<file path="src/hdl/a2q_map.svh">
// a2q_map.svh: addresses, field positions, reset values of the config store
// assumes 12-bit configuration words at 4-bit word addresses
`ifndef A2Q_MAP_SVH
`define A2Q_MAP_SVH

// ==========================================================================
// word addresses
`define A2Q_ADDR_ZP      4'h6
`define A2Q_ADDR_QCFG    4'h7
`define A2Q_ADDR_LOCK    4'h8
`define A2Q_ADDR_DIAG    4'h9
`define A2Q_ADDR_COMM    4'ha

// ==========================================================================
// quadrature word fields
`define A2Q_QCFG_RD      9
`define A2Q_QCFG_ZMODE   8
`define A2Q_QCFG_EN      7
`define A2Q_QCFG_HYS     6:4
`define A2Q_QCFG_RES     3:0

// commutation word fields
`define A2Q_COMM_EN      6
`define A2Q_COMM_HYS     5:3
`define A2Q_COMM_RES     2:0

// lock and diagnosis fields
`define A2Q_LOCK_FLD     1:0
`define A2Q_LOCK_OPEN    2'h3
`define A2Q_DIAG_FLUX    1
`define A2Q_DIAG_TRACK   0

// ==========================================================================
// reset values
`define A2Q_RST_ZP       12'h000
`define A2Q_RST_QCFG     12'h0a0
`define A2Q_RST_LOCK     12'h003
`define A2Q_RST_DIAG     12'h000
`define A2Q_RST_COMM     12'h052

// writable bits of each word
`define A2Q_MSK_ZP       12'hfff
`define A2Q_MSK_QCFG     12'h3ff
`define A2Q_MSK_LOCK     12'h003
`define A2Q_MSK_DIAG     12'h003
`define A2Q_MSK_COMM     12'h07f

`endif

</file>
<file path="src/hdl/a2q_pkg.sv">
// a2q_pkg: shared types of the angle to quadrature/commutation block
// assumes the constants come from a2q_map.svh
package a2q_pkg;

	// ==================================================================
	// types
	typedef logic [11:0] a2q_angle_t;   // one revolution in 4096 steps
	typedef logic [11:0] a2q_word_t;    // one configuration word
	typedef logic [3:0]  a2q_addr_t;    // configuration word address
	typedef logic [2:0]  a2q_thr_t;     // hysteresis step threshold

endpackage

</file>
<file path="src/hdl/a2q_hyst.sv">
// a2q_hyst: angle hysteresis filter, one per output path
// assumes one clock, synchronous reset, angle sampled every cycle
`timescale 1ns/1ps

module a2q_hyst
	import a2q_pkg::*;
(
	// clock and reset
	input  wire logic       sys_clk_i,
	input  wire logic       rst_i,
	// control
	input  wire logic       run_i,    // decoding allowed
	input  wire a2q_thr_t   thr_i,    // 0 follows, else min step
	// angle
	input  wire a2q_angle_t ang_i,
	output a2q_angle_t      held_o
);

	// ==================================================================
	// distance from held value, modulo one turn
	a2q_angle_t diff;   // signed step since last update
	a2q_angle_t mag;    // its size
	assign diff = ang_i - held_o;
	assign mag  = diff[11] ? a2q_angle_t'(-diff) : diff;

	// ==================================================================
	// held angle: moves only after a big enough step, so with a threshold
	// of 2 or more one-LSB dither of the tracking loop never reaches the outputs
	always_ff @(posedge sys_clk_i)
	begin
		if (rst_i)
			held_o <= 12'h000;
		else if (run_i && (thr_i == 3'h0 || mag >= 12'(thr_i)))
			held_o <= ang_i;
	end

endmodule

</file>
<file path="src/hdl/a2q_top.sv">
// a2q_top: absolute angle to quadrature and commutation outputs
// assumes the angle is synchronous to sys_clk_i; config words arrive
// over a plain word write port fed by the serial framing outside
`timescale 1ns/1ps
`include "a2q_map.svh"

module a2q_top
	import a2q_pkg::*;
(
	// clock and reset
	input  wire logic       sys_clk_i,
	input  wire logic       rst_i,
	// angle source
	input  wire a2q_angle_t absolute_angle_i,
	// configuration word port
	input  wire logic       cfg_we_i,
	input  wire a2q_addr_t  cfg_addr_i,
	input  wire a2q_word_t  cfg_wdata_i,
	output a2q_word_t       cfg_rdata_o,
	// quadrature pins
	output logic            quad_a_o,
	output logic            quad_b_o,
	output logic            quad_z_o,
	output logic            quad_oe_o,
	// commutation pins
	output logic            comm_u_o,
	output logic            comm_v_o,
	output logic            comm_w_o,
	output logic            comm_oe_o,
	// diagnosis enables for the fault detectors, and lock status
	output logic            flux_check_en_o,
	output logic            track_check_en_o,
	output logic            config_locked_o
);

	// ==================================================================
	// decoders
	// hysteresis code to filter threshold; 0 means follow directly
	function automatic a2q_thr_t hys_thr(input logic [2:0] code);
		if (code == 3'h0)
			hys_thr = 3'h0;       // invalid: no filtering
		else if (code == 3'h1)
			hys_thr = 3'h2;       // 0 LSB: two steps same way
		else if (code == 3'h3)
			hys_thr = 3'h4;       // 2 LSB
		else if (code == 3'h4)
			hys_thr = 3'h5;       // 3 LSB
		else
			hys_thr = 3'h3;       // 1 LSB, all other codes
	endfunction

	// quadrature resolution code to pulses per turn
	function automatic logic [10:0] quad_ppr(input logic [3:0] code);
		case (code)
			4'h0: quad_ppr = 11'h400;   // 1024
			4'h1: quad_ppr = 11'h200;   // 512
			4'h2: quad_ppr = 11'h100;   // 256
			4'h3: quad_ppr = 11'h080;   // 128
			4'h4: quad_ppr = 11'h3e8;   // 1000
			4'h5: quad_ppr = 11'h384;   // 900
			4'h6: quad_ppr = 11'h320;   // 800
			4'h7: quad_ppr = 11'h2bc;   // 700
			4'h8: quad_ppr = 11'h258;   // 600
			4'h9: quad_ppr = 11'h1f4;   // 500
			4'ha: quad_ppr = 11'h190;   // 400
			4'hb: quad_ppr = 11'h168;   // 360
			4'hc: quad_ppr = 11'h12c;   // 300
			4'hd: quad_ppr = 11'h0c8;   // 200
			4'he: quad_ppr = 11'h064;   // 100
			default: quad_ppr = 11'h032; // 50
		endcase
	endfunction

	// ==================================================================
	// configuration store
	a2q_word_t zero_point_offset_r;   // zero angle
	a2q_word_t quad_cfg_r;            // direction, index form, quad
	a2q_word_t config_lock_field_r;   // lock word
	a2q_word_t diag_disable_bits_r;   // diagnosis disables
	a2q_word_t commutation_cfg_r;     // commutation settings
	logic      locked;                // lock engaged
	logic      wr_ok;                 // a write that may land

	assign locked = config_lock_field_r[`A2Q_LOCK_FLD] != `A2Q_LOCK_OPEN;
	assign wr_ok  = cfg_we_i && !locked;

	// word writes; the lock word is guarded like the rest, so once
	// engaged no write can reopen it
	always_ff @(posedge sys_clk_i)
	begin
		if (rst_i)
		begin
			zero_point_offset_r <= `A2Q_RST_ZP;
			quad_cfg_r          <= `A2Q_RST_QCFG;
			config_lock_field_r <= `A2Q_RST_LOCK;
			diag_disable_bits_r <= `A2Q_RST_DIAG;
			commutation_cfg_r   <= `A2Q_RST_COMM;
		end
		else if (wr_ok)
		begin
			if (cfg_addr_i == `A2Q_ADDR_ZP)
				zero_point_offset_r <= cfg_wdata_i & `A2Q_MSK_ZP;
			else if (cfg_addr_i == `A2Q_ADDR_QCFG)
				quad_cfg_r <= cfg_wdata_i & `A2Q_MSK_QCFG;
			else if (cfg_addr_i == `A2Q_ADDR_LOCK)
				config_lock_field_r <= cfg_wdata_i & `A2Q_MSK_LOCK;
			else if (cfg_addr_i == `A2Q_ADDR_DIAG)
				diag_disable_bits_r <= cfg_wdata_i & `A2Q_MSK_DIAG;
			else if (cfg_addr_i == `A2Q_ADDR_COMM)
				commutation_cfg_r <= cfg_wdata_i & `A2Q_MSK_COMM;
		end
	end

	// read back; unmapped words read zero
	always_ff @(posedge sys_clk_i)
	begin
		if (rst_i)
			cfg_rdata_o <= 12'h000;
		else if (cfg_addr_i == `A2Q_ADDR_ZP)
			cfg_rdata_o <= zero_point_offset_r;
		else if (cfg_addr_i == `A2Q_ADDR_QCFG)
			cfg_rdata_o <= quad_cfg_r;
		else if (cfg_addr_i == `A2Q_ADDR_LOCK)
			cfg_rdata_o <= config_lock_field_r;
		else if (cfg_addr_i == `A2Q_ADDR_DIAG)
			cfg_rdata_o <= diag_disable_bits_r;
		else if (cfg_addr_i == `A2Q_ADDR_COMM)
			cfg_rdata_o <= commutation_cfg_r;
		else
			cfg_rdata_o <= 12'h000;
	end

	// diagnosis enables and lock status, registered
	always_ff @(posedge sys_clk_i)
	begin
		if (rst_i)
		begin
			flux_check_en_o  <= 1'b0;
			track_check_en_o <= 1'b0;
			config_locked_o  <= 1'b0;
		end
		else
		begin
			flux_check_en_o  <= !diag_disable_bits_r[`A2Q_DIAG_FLUX];
			track_check_en_o <= !diag_disable_bits_r[`A2Q_DIAG_TRACK];
			config_locked_o  <= locked;
		end
	end

	// ==================================================================
	// start-up: decoding waits one cycle after reset so the filters first
	// take a registered rel_ang_r, not its reset value
	logic run_r;   // decoding running
	always_ff @(posedge sys_clk_i)
	begin
		if (rst_i)
			run_r <= 1'b0;
		else
			run_r <= 1'b1;
	end

	// ==================================================================
	// angle relative to zero point, in the chosen direction
	a2q_angle_t rel_ang_r;   // zero-referenced angle
	always_ff @(posedge sys_clk_i)
	begin
		if (rst_i)
			rel_ang_r <= 12'h000;
		else if (quad_cfg_r[`A2Q_QCFG_RD])
			rel_ang_r <= zero_point_offset_r - absolute_angle_i;
		else
			rel_ang_r <= absolute_angle_i - zero_point_offset_r;
	end

	// one filter per path; with unequal settings the two held angles
	// differ, which shifts commutation against quadrature
	a2q_angle_t quad_held;   // filtered angle, quadrature path
	a2q_angle_t comm_held;   // filtered angle, commutation path

	a2q_hyst u_quad_hyst (
		.sys_clk_i (sys_clk_i),
		.rst_i     (rst_i),
		.run_i     (run_r),
		.thr_i     (hys_thr(quad_cfg_r[`A2Q_QCFG_HYS])),
		.ang_i     (rel_ang_r),
		.held_o    (quad_held)
	);

	a2q_hyst u_comm_hyst (
		.sys_clk_i (sys_clk_i),
		.rst_i     (rst_i),
		.run_i     (run_r),
		.thr_i     (hys_thr(commutation_cfg_r[`A2Q_COMM_HYS])),
		.ang_i     (rel_ang_r),
		.held_o    (comm_held)
	);

	// ==================================================================
	// scaling; the shifts drop the fraction, truncating toward zero
	logic [22:0] qprod;        // angle times quadrature pulses
	a2q_angle_t  scaled_quadrature_angle;
	logic [3:0]  comm_pulses;  // commutation pulses per turn
	logic [17:0] cprod;        // angle times six times pulses
	logic [5:0]  scaled_commutation_angle;
	logic [2:0]  sixth;        // position within one electrical cycle

	assign qprod = 23'(quad_held) *
		23'(quad_ppr(quad_cfg_r[`A2Q_QCFG_RES]));
	assign scaled_quadrature_angle = qprod[21:10];
	assign comm_pulses = {1'b0, commutation_cfg_r[`A2Q_COMM_RES]} + 4'h1;
	assign cprod = 18'(comm_held) * 18'(comm_pulses) * 18'h6;
	assign scaled_commutation_angle = cprod[17:12];
	// modulo six folds every pulse N onto the same pattern
	assign sixth = 3'(scaled_commutation_angle % 6'h6);

	// ==================================================================
	// quadrature outputs, registered so they never glitch
	always_ff @(posedge sys_clk_i)
	begin
		if (rst_i)
		begin
			quad_a_o  <= 1'b0;
			quad_b_o  <= 1'b0;
			quad_z_o  <= 1'b0;
			quad_oe_o <= 1'b0;
		end
		else if (run_r)
		begin
			quad_a_o  <= scaled_quadrature_angle[1];
			quad_b_o  <= scaled_quadrature_angle[1] ^
				scaled_quadrature_angle[0];
			if (quad_cfg_r[`A2Q_QCFG_ZMODE])
				quad_z_o <= !quad_held[11];
			else
				quad_z_o <= ~|scaled_quadrature_angle;
			quad_oe_o <= quad_cfg_r[`A2Q_QCFG_EN];
		end
	end

	// commutation outputs; sixths 0-1 U, 2-3 V, W low in 1-2
	always_ff @(posedge sys_clk_i)
	begin
		if (rst_i)
		begin
			comm_u_o  <= 1'b0;
			comm_v_o  <= 1'b0;
			comm_w_o  <= 1'b0;
			comm_oe_o <= 1'b0;
		end
		else if (run_r)
		begin
			comm_u_o  <= sixth < 3'h2;
			comm_v_o  <= sixth >= 3'h2 && sixth < 3'h4;
			comm_w_o  <= !(sixth >= 3'h1 && sixth < 3'h3);
			comm_oe_o <= commutation_cfg_r[`A2Q_COMM_EN];
		end
	end
endmodule

</file>
<file path="config.mk">
export PLATFORM = sky130hd
export DESIGN_NAME = a2q_top
export DESIGN_NICKNAME = d
export VERILOG_FILES = /design/src/hdl/a2q_pkg.sv /design/src/hdl/a2q_hyst.sv /design/src/hdl/a2q_top.sv
export VERILOG_INCLUDE_DIRS = /design/src /design/src/hdl
export SDC_FILE = /design/constraint.sdc
export NUM_CORES = 1
export LEC_CHECK = 0
export BUFFER_PORTS_ARGS = -buffer_cell sky130_fd_sc_hd__buf_2
export CORE_MARGIN = 2
export CORE_UTILIZATION = 55
export DETAILED_ROUTE_END_ITERATION = 8
export HOLD_SLACK_MARGIN = 0.02
export PLACE_DENSITY = 0.74
export SLEW_MARGIN = 20
export SYNTH_ARGS = -nofsm -noshare
export SYNTH_HDL_FRONTEND = slang
export SYNTH_SLANG_ARGS = --single-unit
export TNS_END_PERCENT = 20
</file>
<file path="constraint.sdc">
create_clock -name sys_clk_i -period 12.2 [get_ports sys_clk_i]
set_clock_uncertainty 0.15 [all_clocks]
set_input_delay 1.83 -clock sys_clk_i [delete_from_list [all_inputs] [get_ports sys_clk_i]]
set_output_delay 1.83 -clock sys_clk_i [all_outputs]
set_load 0.005 [all_outputs]
</file>
==> results of run 1 <==
## worst reg2reg max path, stage by stage (launching register included)
cell	delay, ns
dfxtp_1	0.61
ha_1	0.24
xor2_1	0.60
nand2_1	0.18
fa_1	0.53
fa_1	0.55
inv_1	0.07
fa_1	0.48
a211oi_1	0.32
nor2_1	0.10
o21a_1	0.17
nor2_1	0.11
xnor2_1	0.16
ha_1	0.29
a2111oi_0	0.38
o21ai_0	0.15
a22o_1	0.29
a21oi_1	0.30
nor2_1	0.09
a211oi_1	0.56
mux2i_1	0.38
nor3b_2	0.24
a221oi_2	0.07
a221oi_2	0.35
xnor2_1	0.13
a211oi_2	0.21
## area by class of cell
type / instances / area share
clock buffer: 10 / 0.0178
clock inverter: 6 / 0.00466
inverter: 203 / 0.0591
multi-input combinational: 1081 / 0.708
sequential: 103 / 0.160
tap: 280 / 0.0272
timing repair buffer: 58 / 0.0235
## cells by family after synthesis
logic type      count (synthesis)  synth area share
flops                         103             0.170
simple gates                  458             0.190
fa+ha+maj                     254             0.324
buf+inv                       259            0.0817
xor+xnor                       68            0.0490
compound gates                218             0.117
mux                            83            0.0685
## registers in the layout (all words and copies together) (netlist names), 7 cells and up, named ones only
| register | flops |
|---|---|
| cfg_rdata_o | 12 |
| rel_ang_r | 12 |
| u_comm_hyst.held_o | 12 |
| u_quad_hyst.held_o | 12 |
| zero_point_offset_r | 12 |
| quad_cfg_r | 10 |
| commutation_cfg_r | 7 |
## cells in the mapped netlist (all sizes together) (9+ instances only)
master | n | share of area
inv | 203 | 0.063
ha | 153 | 0.16
and2 | 125 | 0.064
nand2 | 110 | 0.034
dfxtp | 103 | 0.17
nor2 | 102 | 0.031
fa | 101 | 0.17
mux2i | 81 | 0.067
a21oi | 58 | 0.024
clkbuf | 49 | 0.016
o21ai | 44 | 0.018
xnor2 | 42 | 0.030
xor2 | 26 | 0.019
nand2b | 25 | 0.013
nor3 | 23 | 0.0095
a21o | 22 | 0.014
nor2b | 19 | 0.0098
a211oi | 17 | 0.011
nand3 | 14 | 0.0058
a31oi | 13 | 0.0067
and3 | 9 | 0.0046
o21a | 9 | 0.0056
## per-layer routing
metal  up-vias  GRT usage  wire length (um)
li1       4759          -                 -
met1      4642      0.325             12500
met2       215      0.372             12000
met3        35     0.0182              1030
met4         0     0.0608               461
met5         -          0                 0
## metrics by stage
stage | total power (W) | std cells
floorplan | 0.000699 | 1443
global placement | 0.000781 | 1725
detailed placement | 0.000792 | 1725
CTS | 0.00108 | 1741
global route | 0.00116 | 1741
finish | 0.00108 | 1741
## final timing paths
check / endpoint / slack, ns / cells after the start
worst max-delay path: comm_w_o$_SDFFE_PP0P_ / 4.44 / 25
worst min-delay path: flux_check_en_o$_SDFF_PP0_ / 0.31 / 1
worst max register to register: comm_w_o$_SDFFE_PP0P_ / 4.44 / 25
worst min register to register: flux_check_en_o$_SDFF_PP0_ / 0.31 / 1
## where the power goes
group | internal (W) | switching [W] | total (W)
Sequential | 0.000353 | 0.0000337 | 0.000387
Combinational | 0.000173 | 0.000233 | 0.000406
Clock | 0.000145 | 0.000143 | 0.000287
==> results by group, run 1 <==
Floorplanning
  – Die Wd: 153 um
  – Starting density of the core: 0.559
  – Ports: 54
  – Row count: 54
  – Die Ht: 153 um
  – DIE AREA: 23300 um^2
  – Core area: 21800 um^2

STA
  – Final min period: 7.76 ns
  – Measured slew at the worst slew-check pin: 0.883 ns
  – Period utilization: 0.636
  – Fin Setup TNS: 0 ns
  – Slew headroom: 0.411
  – Fin. max-slew vios: 0
  – Setup ws final: 4.44 ns
  – Fmax: 129 MHz
  – Hold Fails Final Rpt: 0
  – RSZ-0062 raised after global routing: no
  – Hold WS: 0.306 ns
  – Setup violators final: 0

Placed design
  – DP Wirelength: 20.5 mm
  – Port bufs: 53
  – RePlAce Congestion: 0.869
  – Dpl cell area: 12600 um^2
  – Post-Place Setup Slack: 4.46 ns

Yosys
  – Seq/Total Area, Yosys: 0.170
  – Synthesized area: 12200 um^2
  – Synth async-reset ratio: 0
  – Yosys reg bits: 103
  – Syn_area_per_cell: 8.43 um^2
  – Syn nets: 1728
  – Post-synth top flop: dfxtp_1
  – Synth warn: 0
  – EDFF count, synth: 0
  – Synth unique cells: 64
  – Cells after synthesis: 1443

Cells and area
  – Post-route core utilization: 0.592
  – Commonest non-fill, non-tap cell in the layout: inv_1
  – Reg area: 2060 um^2
  – Design Area, Final: 12900 um^2
  – Most frequent cells in the layout: inv_1 (201), ha_1 (153), and2_1 (125), nand2_1 (110), dfxtp_1 (103)
  – ANT cells: 0
  – Multi-input combinational cell area: 9120 um^2
  – Share of layout cells above drive strength 1: 0.0616
  – Syn-to-layout area delta: 5.93%
  – Nets: 1741
  – Filler Cells Inserted: 1929

Routing
  – TritonRoute pass-1 iters: 5
  – Antenna violation net count after detailed routing: 0
  – DR iter-0 viols: 409
  – Routed length per instance: 14.9 um
  – DRC Markers: 0
  – DR vias/cell: 5.54
  – Final WL: 26.0 mm
  – Via count: 9651

Critical path
  – Worst EP required: 12.33 ns
  – Crit path max-delay family: compound AO/OA/AOI/OAI gates
  – Worst EP arrival: 7.90 ns
  – Setup crit start kind: register
  – Critical path type: reg -> reg
  – CP max FO: 16
  – Crit-path slowest cell: dfxtp_1
  – CP startpoint: commutation_cfg_r[0]$_SDFFE_PP0P_
  – Critical R2R Launch: commutation_cfg_r[0]$_SDFFE_PP0P_
  – CP max stage delay: 0.61 ns
  – CP Buf/Inv Count: 1
  – Endpoint class of the critical path: register

GRT
  – All-Layer GR Usage: 0.227
  – Total grt overflow: 0
  – Global-route wire length before repair: 44.7 mm
  – Initial antenna violation count: 0
  – Largest net degree at the start of global routing: 67
  – Vias in the first global route: 9353

Clock tree
  – Clk slew on worst S/H paths: 0.08 ns
  – Total CTS buffers: 9
  – CTS Root Cell: clkbuf_16
  – # H-tree levels: 3
  – Post-CTS Hold Buffers: 0
  – Clock Latency Late Sink: 0.35 ns
  – Postcts setup bufs: 0
  – CTS Buffer Depth: 2
  – Post-CTS sizing: 0
  – Clk sinks: 103
  – TritonCTS clock tree: built

Run
  – Max cap viols: 0

Min path
  – Min-delay src: diag_disable_bits_r[1]$_SDFFE_PP0P_
  – Tightest Hold Check Type: reg -> reg

Power
  – Leak pwr: 6.15 nW
  – Worst vdd ir: 68.1 uV
  – PwrDens: 83.9 nW/um^2

Run status
  – Status: complete, no violations
(Power assumes the default switching activity.)
==> inputs of run 2 (changes only) <==
--- a/config.mk
+++ b/config.mk
@@ -11,7 +11,7 @@
 export CORE_UTILIZATION = 55
 export DETAILED_ROUTE_END_ITERATION = 8
 export HOLD_SLACK_MARGIN = 0.02
-export PLACE_DENSITY = 0.74
+export PLACE_DENSITY = 0.77
 export SLEW_MARGIN = 20
 export SYNTH_ARGS = -nofsm -noshare
 export SYNTH_HDL_FRONTEND = slang
==> constraint.sdc (replaced) <==
create_clock -name sys_clk_i -period 6.7 [get_ports sys_clk_i]
set_clock_uncertainty 0.15 [all_clocks]
set_input_delay 1.005 -clock sys_clk_i [delete_from_list [all_inputs] [get_ports sys_clk_i]]
set_output_delay 1.005 -clock sys_clk_i [all_outputs]
set_load 0.005 [all_outputs]
==> run 2 against run 1 <==
  * Count of clock-buffer cells in the layout is 1 lower
  * Cell count grew 1.0%
  * Combinational power up 93%
  * Critical endpoint unchanged
==> results by group, run 2 (synthesis results as in run 1) <==
Run status
  – Status: complete, no violations (unchanged)

Critical path
  – CP max stage delay: 0.53 ns (was 0.61 ns)
  – Setup crit start kind: register (unchanged)
  – Endpoint class of the critical path: register (unchanged)
  – Worst EP arrival: 6.50 ns (was 7.90 ns)
  – CP startpoint: commutation_cfg_r[0]$_SDFFE_PP0P_ (unchanged)
  – CP Buf/Inv Count: 5 (was 1)
  – Crit path max-delay family: compound AO/OA/AOI/OAI gates (unchanged)
  – Cell count of the worst reg-to-reg path: 27 (was 25)
  – Critical path type: reg -> reg (unchanged)
  – Critical R2R Launch: commutation_cfg_r[0]$_SDFFE_PP0P_ (unchanged)
  – Most frequent CP cell: inv_1
  – Worst EP required: 6.79 ns (was 12.33 ns)
  – CP max FO: 11 (was 16)
  – Crit-path slowest cell: fa_1 (was dfxtp_1)
  – Reg2reg setup slack: 0.29 ns (was 4.44 ns)
  – Reg2Reg Capture Point: comm_w_o$_SDFFE_PP0P_ (unchanged)

Floorplanning
  – Row count: 54 (unchanged)
  – Starting density of the core: 0.559 (unchanged)
  – Core area: 21800 um^2 (unchanged)
  – Ports: 54 (unchanged)
  – Die Wd: 153 um (unchanged)
  – Die Ht: 153 um (unchanged)
  – DIE AREA: 23300 um^2 (unchanged)

Min path
  – Hold path depth: 1 (unchanged)
  – Tightest Hold Check Type: reg -> reg (unchanged)
  – Worst Hold Path EP: track_check_en_o$_SDFF_PP0_ (was flux_check_en_o$_SDFF_PP0_)
  – Min-delay src: diag_disable_bits_r[0]$_SDFFE_PP0P_ (was diag_disable_bits_r[1]$_SDFFE_PP0P_)

Clock tree
  – Post-CTS Hold Buffers: 0 (unchanged)
  – Total CTS buffers: 9 (unchanged)
  – Clock Latency Late Sink: 0.36 ns (was 0.35 ns)
  – Clk slew on worst S/H paths: 0.08 ns (about the same)
  – Clk sinks: 103 (unchanged)
  – CTS Root Cell: clkbuf_16 (unchanged)
  – TritonCTS clock tree: built (unchanged)
  – # H-tree levels: 3 (unchanged)
  – CTS Buffer Depth: 2 (unchanged)

Power
  – Worst vdd ir: 152 uV (was 68.1 uV)
  – Sw Pwr: 0.000774 W (was 0.000409 W)
  – Clock power share: 0.276 (was 0.266)
  – Total power: 0.00205 W (was 0.00108 W)
  – Internal power: 0.00128 W (was 0.000671 W)
  – Leak pwr: 6.27 nW (was 6.15 nW)
  – PwrDens: 155 nW/um^2 (was 83.9 nW/um^2)
  – Gate power share: 0.382 (was 0.376)
  – Sw Share: 0.377 (was 0.379)
  – Sequential share of power: 0.342 (was 0.358)

Cells and area
  – Most frequent cells in the layout: inv_1 (201), ha_1 (148), and2_1 (124), nand2_1 (110), dfxtp_1 (101) (was inv_1 (201), ha_1 (153), and2_1 (125), nand2_1 (110), dfxtp_1 (103))
  – Nets: 1759 (was 1741)
  – Syn-to-layout area delta: 8.79% (was 5.93%)
  – Filler Cells Inserted: 1856 (was 1929)
  – Commonest non-fill, non-tap cell in the layout: inv_1 (unchanged)
  – Share of layout cells above drive strength 1: 0.0933 (was 0.0616)
  – ANT cells: 0 (unchanged)

GRT
  – Vias in the first global route: 10100 (was 9353)
  – All-Layer GR Usage: 0.242 (was 0.227)
  – Total grt overflow: 0 (unchanged)
  – Initial antenna violation count: 0 (unchanged)
  – Largest net degree at the start of global routing: 46 (was 67)
  – Global-route wire length before repair: 47.4 mm (was 44.7 mm)

Routing
  – DR iter-0 viols: 565 (was 409)
  – Antenna violation net count after detailed routing: 0 (unchanged)
  – TritonRoute pass-1 iters: 5 (unchanged)
  – Via count: 9901 (was 9651)
  – Routed length per instance: 15.9 um (was 14.9 um)
  – DRC Markers: 0 (unchanged)
  – Final WL: 27.9 mm (was 26.0 mm)
  – DR vias/cell: 5.63 (was 5.54)

STA
  – Slew headroom: 0.404 (was 0.411)
  – Final min period: 6.41 ns (was 7.76 ns)
  – Period utilization: 0.956 (was 0.636)
  – Hold Fails Final Rpt: 0 (unchanged)
  – Hold WS: 0.312 ns (was 0.306 ns)
  – Setup violators final: 0 (unchanged)
  – Measured slew at the worst slew-check pin: 0.892 ns (was 0.883 ns)
  – Fmax: 156 MHz (was 129 MHz)
  – Fin. max-slew vios: 0 (unchanged)

Placed design
  – Port bufs: 53 (unchanged)
  – DP Wirelength: 21.5 mm (was 20.5 mm)
  – RePlAce Congestion: 0.897 (was 0.869)

Run
  – Max cap viols: 0 (unchanged)
run 2: power by group through the flow:
stage	Sequential, W	Clock (W)	Combinational [W]
after floorplan	0.000678	0	0.000595
after global placement	0.000714	0	0.000716
after detailed placement	0.000714	0	0.000735
after CTS	0.000700	0.000570	0.000755
after global routing	0.000707	0.000596	0.000882
final	0.000703	0.000566	0.000784
run 2: worst max-delay path by stage:
| stage | cells after the start | slack, ns | end |
|---|---|---|---|
| after floorplan | 26 | 0.09 | comm_w_o$_SDFFE_PP0P_ |
| after global routing | 27 | -0.03 | comm_w_o$_SDFFE_PP0P_ |
| after CTS | 29 | 0.005 | comm_w_o$_SDFFE_PP0P_ |
| after global placement | 28 | 0.11 | comm_w_o$_SDFFE_PP0P_ |
| after detailed placement | 28 | -0.19 | comm_w_o$_SDFFE_PP0P_ |
| final | 27 | 0.29 | comm_w_o$_SDFFE_PP0P_ |
run 2: metrics by stage:
step                setup TNS, ns  cell area, um^2  utilization  worst slack, ns  instances
floorplan                       0            12200            -           0.0930       1443
global placement                0            12700        0.582            0.114       1735
detailed placement         -0.270            12700        0.582           -0.191       1735
CTS                             0            13000        0.599          0.00497       1751
global route              -0.0290            13200        0.608          -0.0290       1759
finish                          0            13200        0.608            0.294       1759
run 2: area by class of cell:
| class | instances | area [um^2] | area share |
|---|---|---|---|
| Clock buffer | 9 | 225 | 0.0170 |
| Clock inverter | 7 | 95.1 | 0.00719 |
| Inverter | 203 | 762 | 0.0576 |
| Multi-Input combinational cell | 1081 | 9300 | 0.703 |
| Sequential cell | 103 | 2060 | 0.156 |
| Tap cell | 280 | 350 | 0.0265 |
| Timing Repair Buffer | 76 | 438 | 0.0331 |
run 2: routing by layer:
metal | GRT usage | up-vias | share of wire
li1 | - | 4793 | -
met1 | 0.327 | 4782 | 0.45
met2 | 0.417 | 289 | 0.48
met3 | 0.0293 | 37 | 0.053
met4 | 0.0560 | 0 | 0.013
met5 | 0 | - | 0
run 2: timing repair:
item / in CTS / in global routing
resized for setup: 11 / 29
endpoints found under the setup margin: 2 / 3
pin swaps: 4 / 15
setup buffers: 0 / 8
gates cloned: 0 / 0
==> inputs of run 3 (changes only) <==
--- a/config.mk
+++ b/config.mk
@@ -10,8 +10,8 @@
 export CORE_MARGIN = 2
 export CORE_UTILIZATION = 55
 export DETAILED_ROUTE_END_ITERATION = 8
-export HOLD_SLACK_MARGIN = 0.02
-export PLACE_DENSITY = 0.77
+export HOLD_SLACK_MARGIN = 0.1
+export PLACE_DENSITY = 0.74
 export SLEW_MARGIN = 20
 export SYNTH_ARGS = -nofsm -noshare
 export SYNTH_HDL_FRONTEND = slang
==> constraint.sdc (replaced) <==
create_clock -name sys_clk_i -period 7.5 [get_ports sys_clk_i]
set_clock_uncertainty 0.15 [all_clocks]
set_input_delay 1.125 -clock sys_clk_i [delete_from_list [all_inputs] [get_ports sys_clk_i]]
set_output_delay 1.125 -clock sys_clk_i [all_outputs]
set_load 0.005 [all_outputs]
==> run 3 against run 2 <==
  * Combinational power fell by 16%
  * Global-route usage fell by 1.6 points
  * Wire length fell by 9.3%
  * First-iteration DRC count fell by 17%
  * Largest power group unchanged
==> results by group, run 3 (synthesis results as in run 1) <==
Floorplanning
  – Die Ht: 153 um (unchanged)
  – Row count: 54 (unchanged)
  – Starting density of the core: 0.559 (unchanged)
  – Die Wd: 153 um (unchanged)
  – Core area: 21800 um^2 (unchanged)
  – DIE AREA: 23300 um^2 (unchanged)
  – Ports: 54 (unchanged)

STA
  – RSZ-0062 raised after global routing: no
  – Measured slew at the worst slew-check pin: 0.890 ns (was 0.892 ns)
  – Fmax: 145 MHz (was 156 MHz)
  – Fin Setup TNS: 0 ns (unchanged)
  – Setup violators final: 0 (unchanged)
  – Final min period: 6.90 ns (was 6.41 ns)
  – Period utilization: 0.920 (was 0.956)
  – Hold WS: 0.303 ns (was 0.312 ns)
  – Setup ws final: 0.597 ns (was 0.294 ns)
  – Fin. max-slew vios: 0 (unchanged)
  – Slew headroom: 0.406 (was 0.404)
  – Hold Fails Final Rpt: 0 (unchanged)

Placed design
  – Port bufs: 53 (unchanged)
  – Placed insts: 1727 (was 1735)
  – RePlAce Congestion: 0.847 (was 0.897)
  – Post-Place Setup Slack: -0.0138 ns (was -0.191 ns)
  – DP Wirelength: 20.1 mm (was 21.5 mm)

Critical path
  – CP Buf/Inv Count: 1 (was 5)
  – Worst EP required: 7.63 ns (was 6.79 ns)
  – Setup crit start kind: register (unchanged)
  – Critical path type: reg -> reg (unchanged)
  – CP max stage delay: 0.54 ns (was 0.53 ns)
  – Crit path max-delay family: compound AO/OA/AOI/OAI gates (unchanged)
  – CP max FO: 12 (was 11)
  – Worst EP arrival: 7.04 ns (was 6.50 ns)
  – Endpoint class of the critical path: register (unchanged)
  – Crit-path slowest cell: fa_1 (unchanged)

Clock tree
  – Post-CTS Hold Buffers: 0 (unchanged)
  – Postcts setup bufs: 0 (unchanged)
  – CTS Root Cell: clkbuf_16 (unchanged)
  – Clock Latency Late Sink: 0.36 ns (about the same)
  – Clk slew on worst S/H paths: 0.08 ns (about the same)
  – Total CTS buffers: 9 (unchanged)
  – TritonCTS clock tree: built (unchanged)
  – CTS Buffer Depth: 2 (unchanged)
  – Clk sinks: 103 (unchanged)
  – # H-tree levels: 3 (unchanged)

Min path
  – Tightest Hold Check Type: reg -> reg (unchanged)

Power
  – Total power: 0.00176 W (was 0.00205 W)
  – Worst vdd ir: 126 uV (was 152 uV)
  – PwrDens: 136 nW/um^2 (was 155 nW/um^2)
  – Leak pwr: 6.15 nW (was 6.27 nW)

Run
  – Max cap viols: 0 (unchanged)

Routing
  – TritonRoute pass-1 iters: 5 (unchanged)
  – DR vias/cell: 5.52 (was 5.63)
  – Antenna violation net count after detailed routing: 0 (unchanged)
  – DR iter-0 viols: 467 (was 565)
  – Final WL: 25.3 mm (was 27.9 mm)
  – DRC Markers: 0 (unchanged)
  – Via count: 9620 (was 9901)
  – Routed length per instance: 14.5 um (was 15.9 um)

GRT
  – Largest net degree at the start of global routing: 67 (was 46)
  – Vias in the first global route: 9466 (was 10100)
  – Global-route wire length before repair: 44.4 mm (was 47.4 mm)
  – All-Layer GR Usage: 0.226 (was 0.242)
  – Initial antenna violation count: 0 (unchanged)
  – Total grt overflow: 0 (unchanged)

Cells and area
  – Filler Cells Inserted: 1903 (was 1856)
  – Syn-to-layout area delta: 6.47% (was 8.79%)
  – Share of layout cells above drive strength 1: 0.0677 (was 0.0933)
  – Commonest non-fill, non-tap cell in the layout: inv_1 (unchanged)
  – ANT cells: 0 (unchanged)
  – Most frequent cells in the layout: inv_1 (201), ha_1 (153), and2_1 (125), nand2_1 (110), dfxtp_1 (103) (was inv_1 (201), ha_1 (148), and2_1 (124), nand2_1 (110), dfxtp_1 (101))
  – Non-filler cells, final: 1743 (was 1759)
  – Nets: 1743 (was 1759)

Run status
  – Status: complete, no violations (unchanged)
run 3: routing by layer:
layer  share of wire  global-route usage  vias up
li1                -                   -     4770
met1            0.49               0.321     4617
met2            0.45               0.369      207
met3           0.039              0.0256       26
met4           0.017              0.0578        0
met5               0                   0        -
run 3: path summary, 6_finish.rpt:
kind / from / to / slack (ns) / cells after the start
setup / recovery: commutation_cfg_r[1]$_SDFFE_PP1P_ / comm_w_o$_SDFFE_PP0P_ / 0.60 / 25
hold / removal: diag_disable_bits_r[1]$_SDFFE_PP0P_ / flux_check_en_o$_SDFF_PP0_ / 0.30 / 1
setup reg to reg: commutation_cfg_r[1]$_SDFFE_PP1P_ / comm_w_o$_SDFFE_PP0P_ / 0.60 / 25
hold reg to reg: diag_disable_bits_r[1]$_SDFFE_PP0P_ / flux_check_en_o$_SDFF_PP0_ / 0.30 / 1
run 3: timing repair:
| action | in CTS | in global routing |
|---|---|---|
| gates resized for setup | 1 | 9 |
| hold endpoints to repair | 0 | 0 |
| endpoints found under the setup margin | 1 | 3 |
run 3: cell type report:
cell class,count,area (um^2),share of cell area
clock inverters,6,63.8,0.00493
inverters,203,762,0.0588
flip-flops and latches,103,2060,0.159
well taps,280,350,0.0271
clock buffers,10,229,0.0177
repair buffers,60,318,0.0245
multi-input cells,1081,9170,0.708
run 3: through the flow:
stage | instance area, um^2 | utilization
CTS | 12900 | 0.593
floorplan | 12200 | -
detailed placement | 12600 | 0.580
global placement | 12600 | 0.580
global route | 13000 | 0.595
finish | 13000 | 0.595
run 3: power by group:
group	internal (W)	switching [W]
logic	0.000283	0.000379
registers	0.000575	0.0000533
clock network	0.000235	0.000236
total	0.00109	0.000669
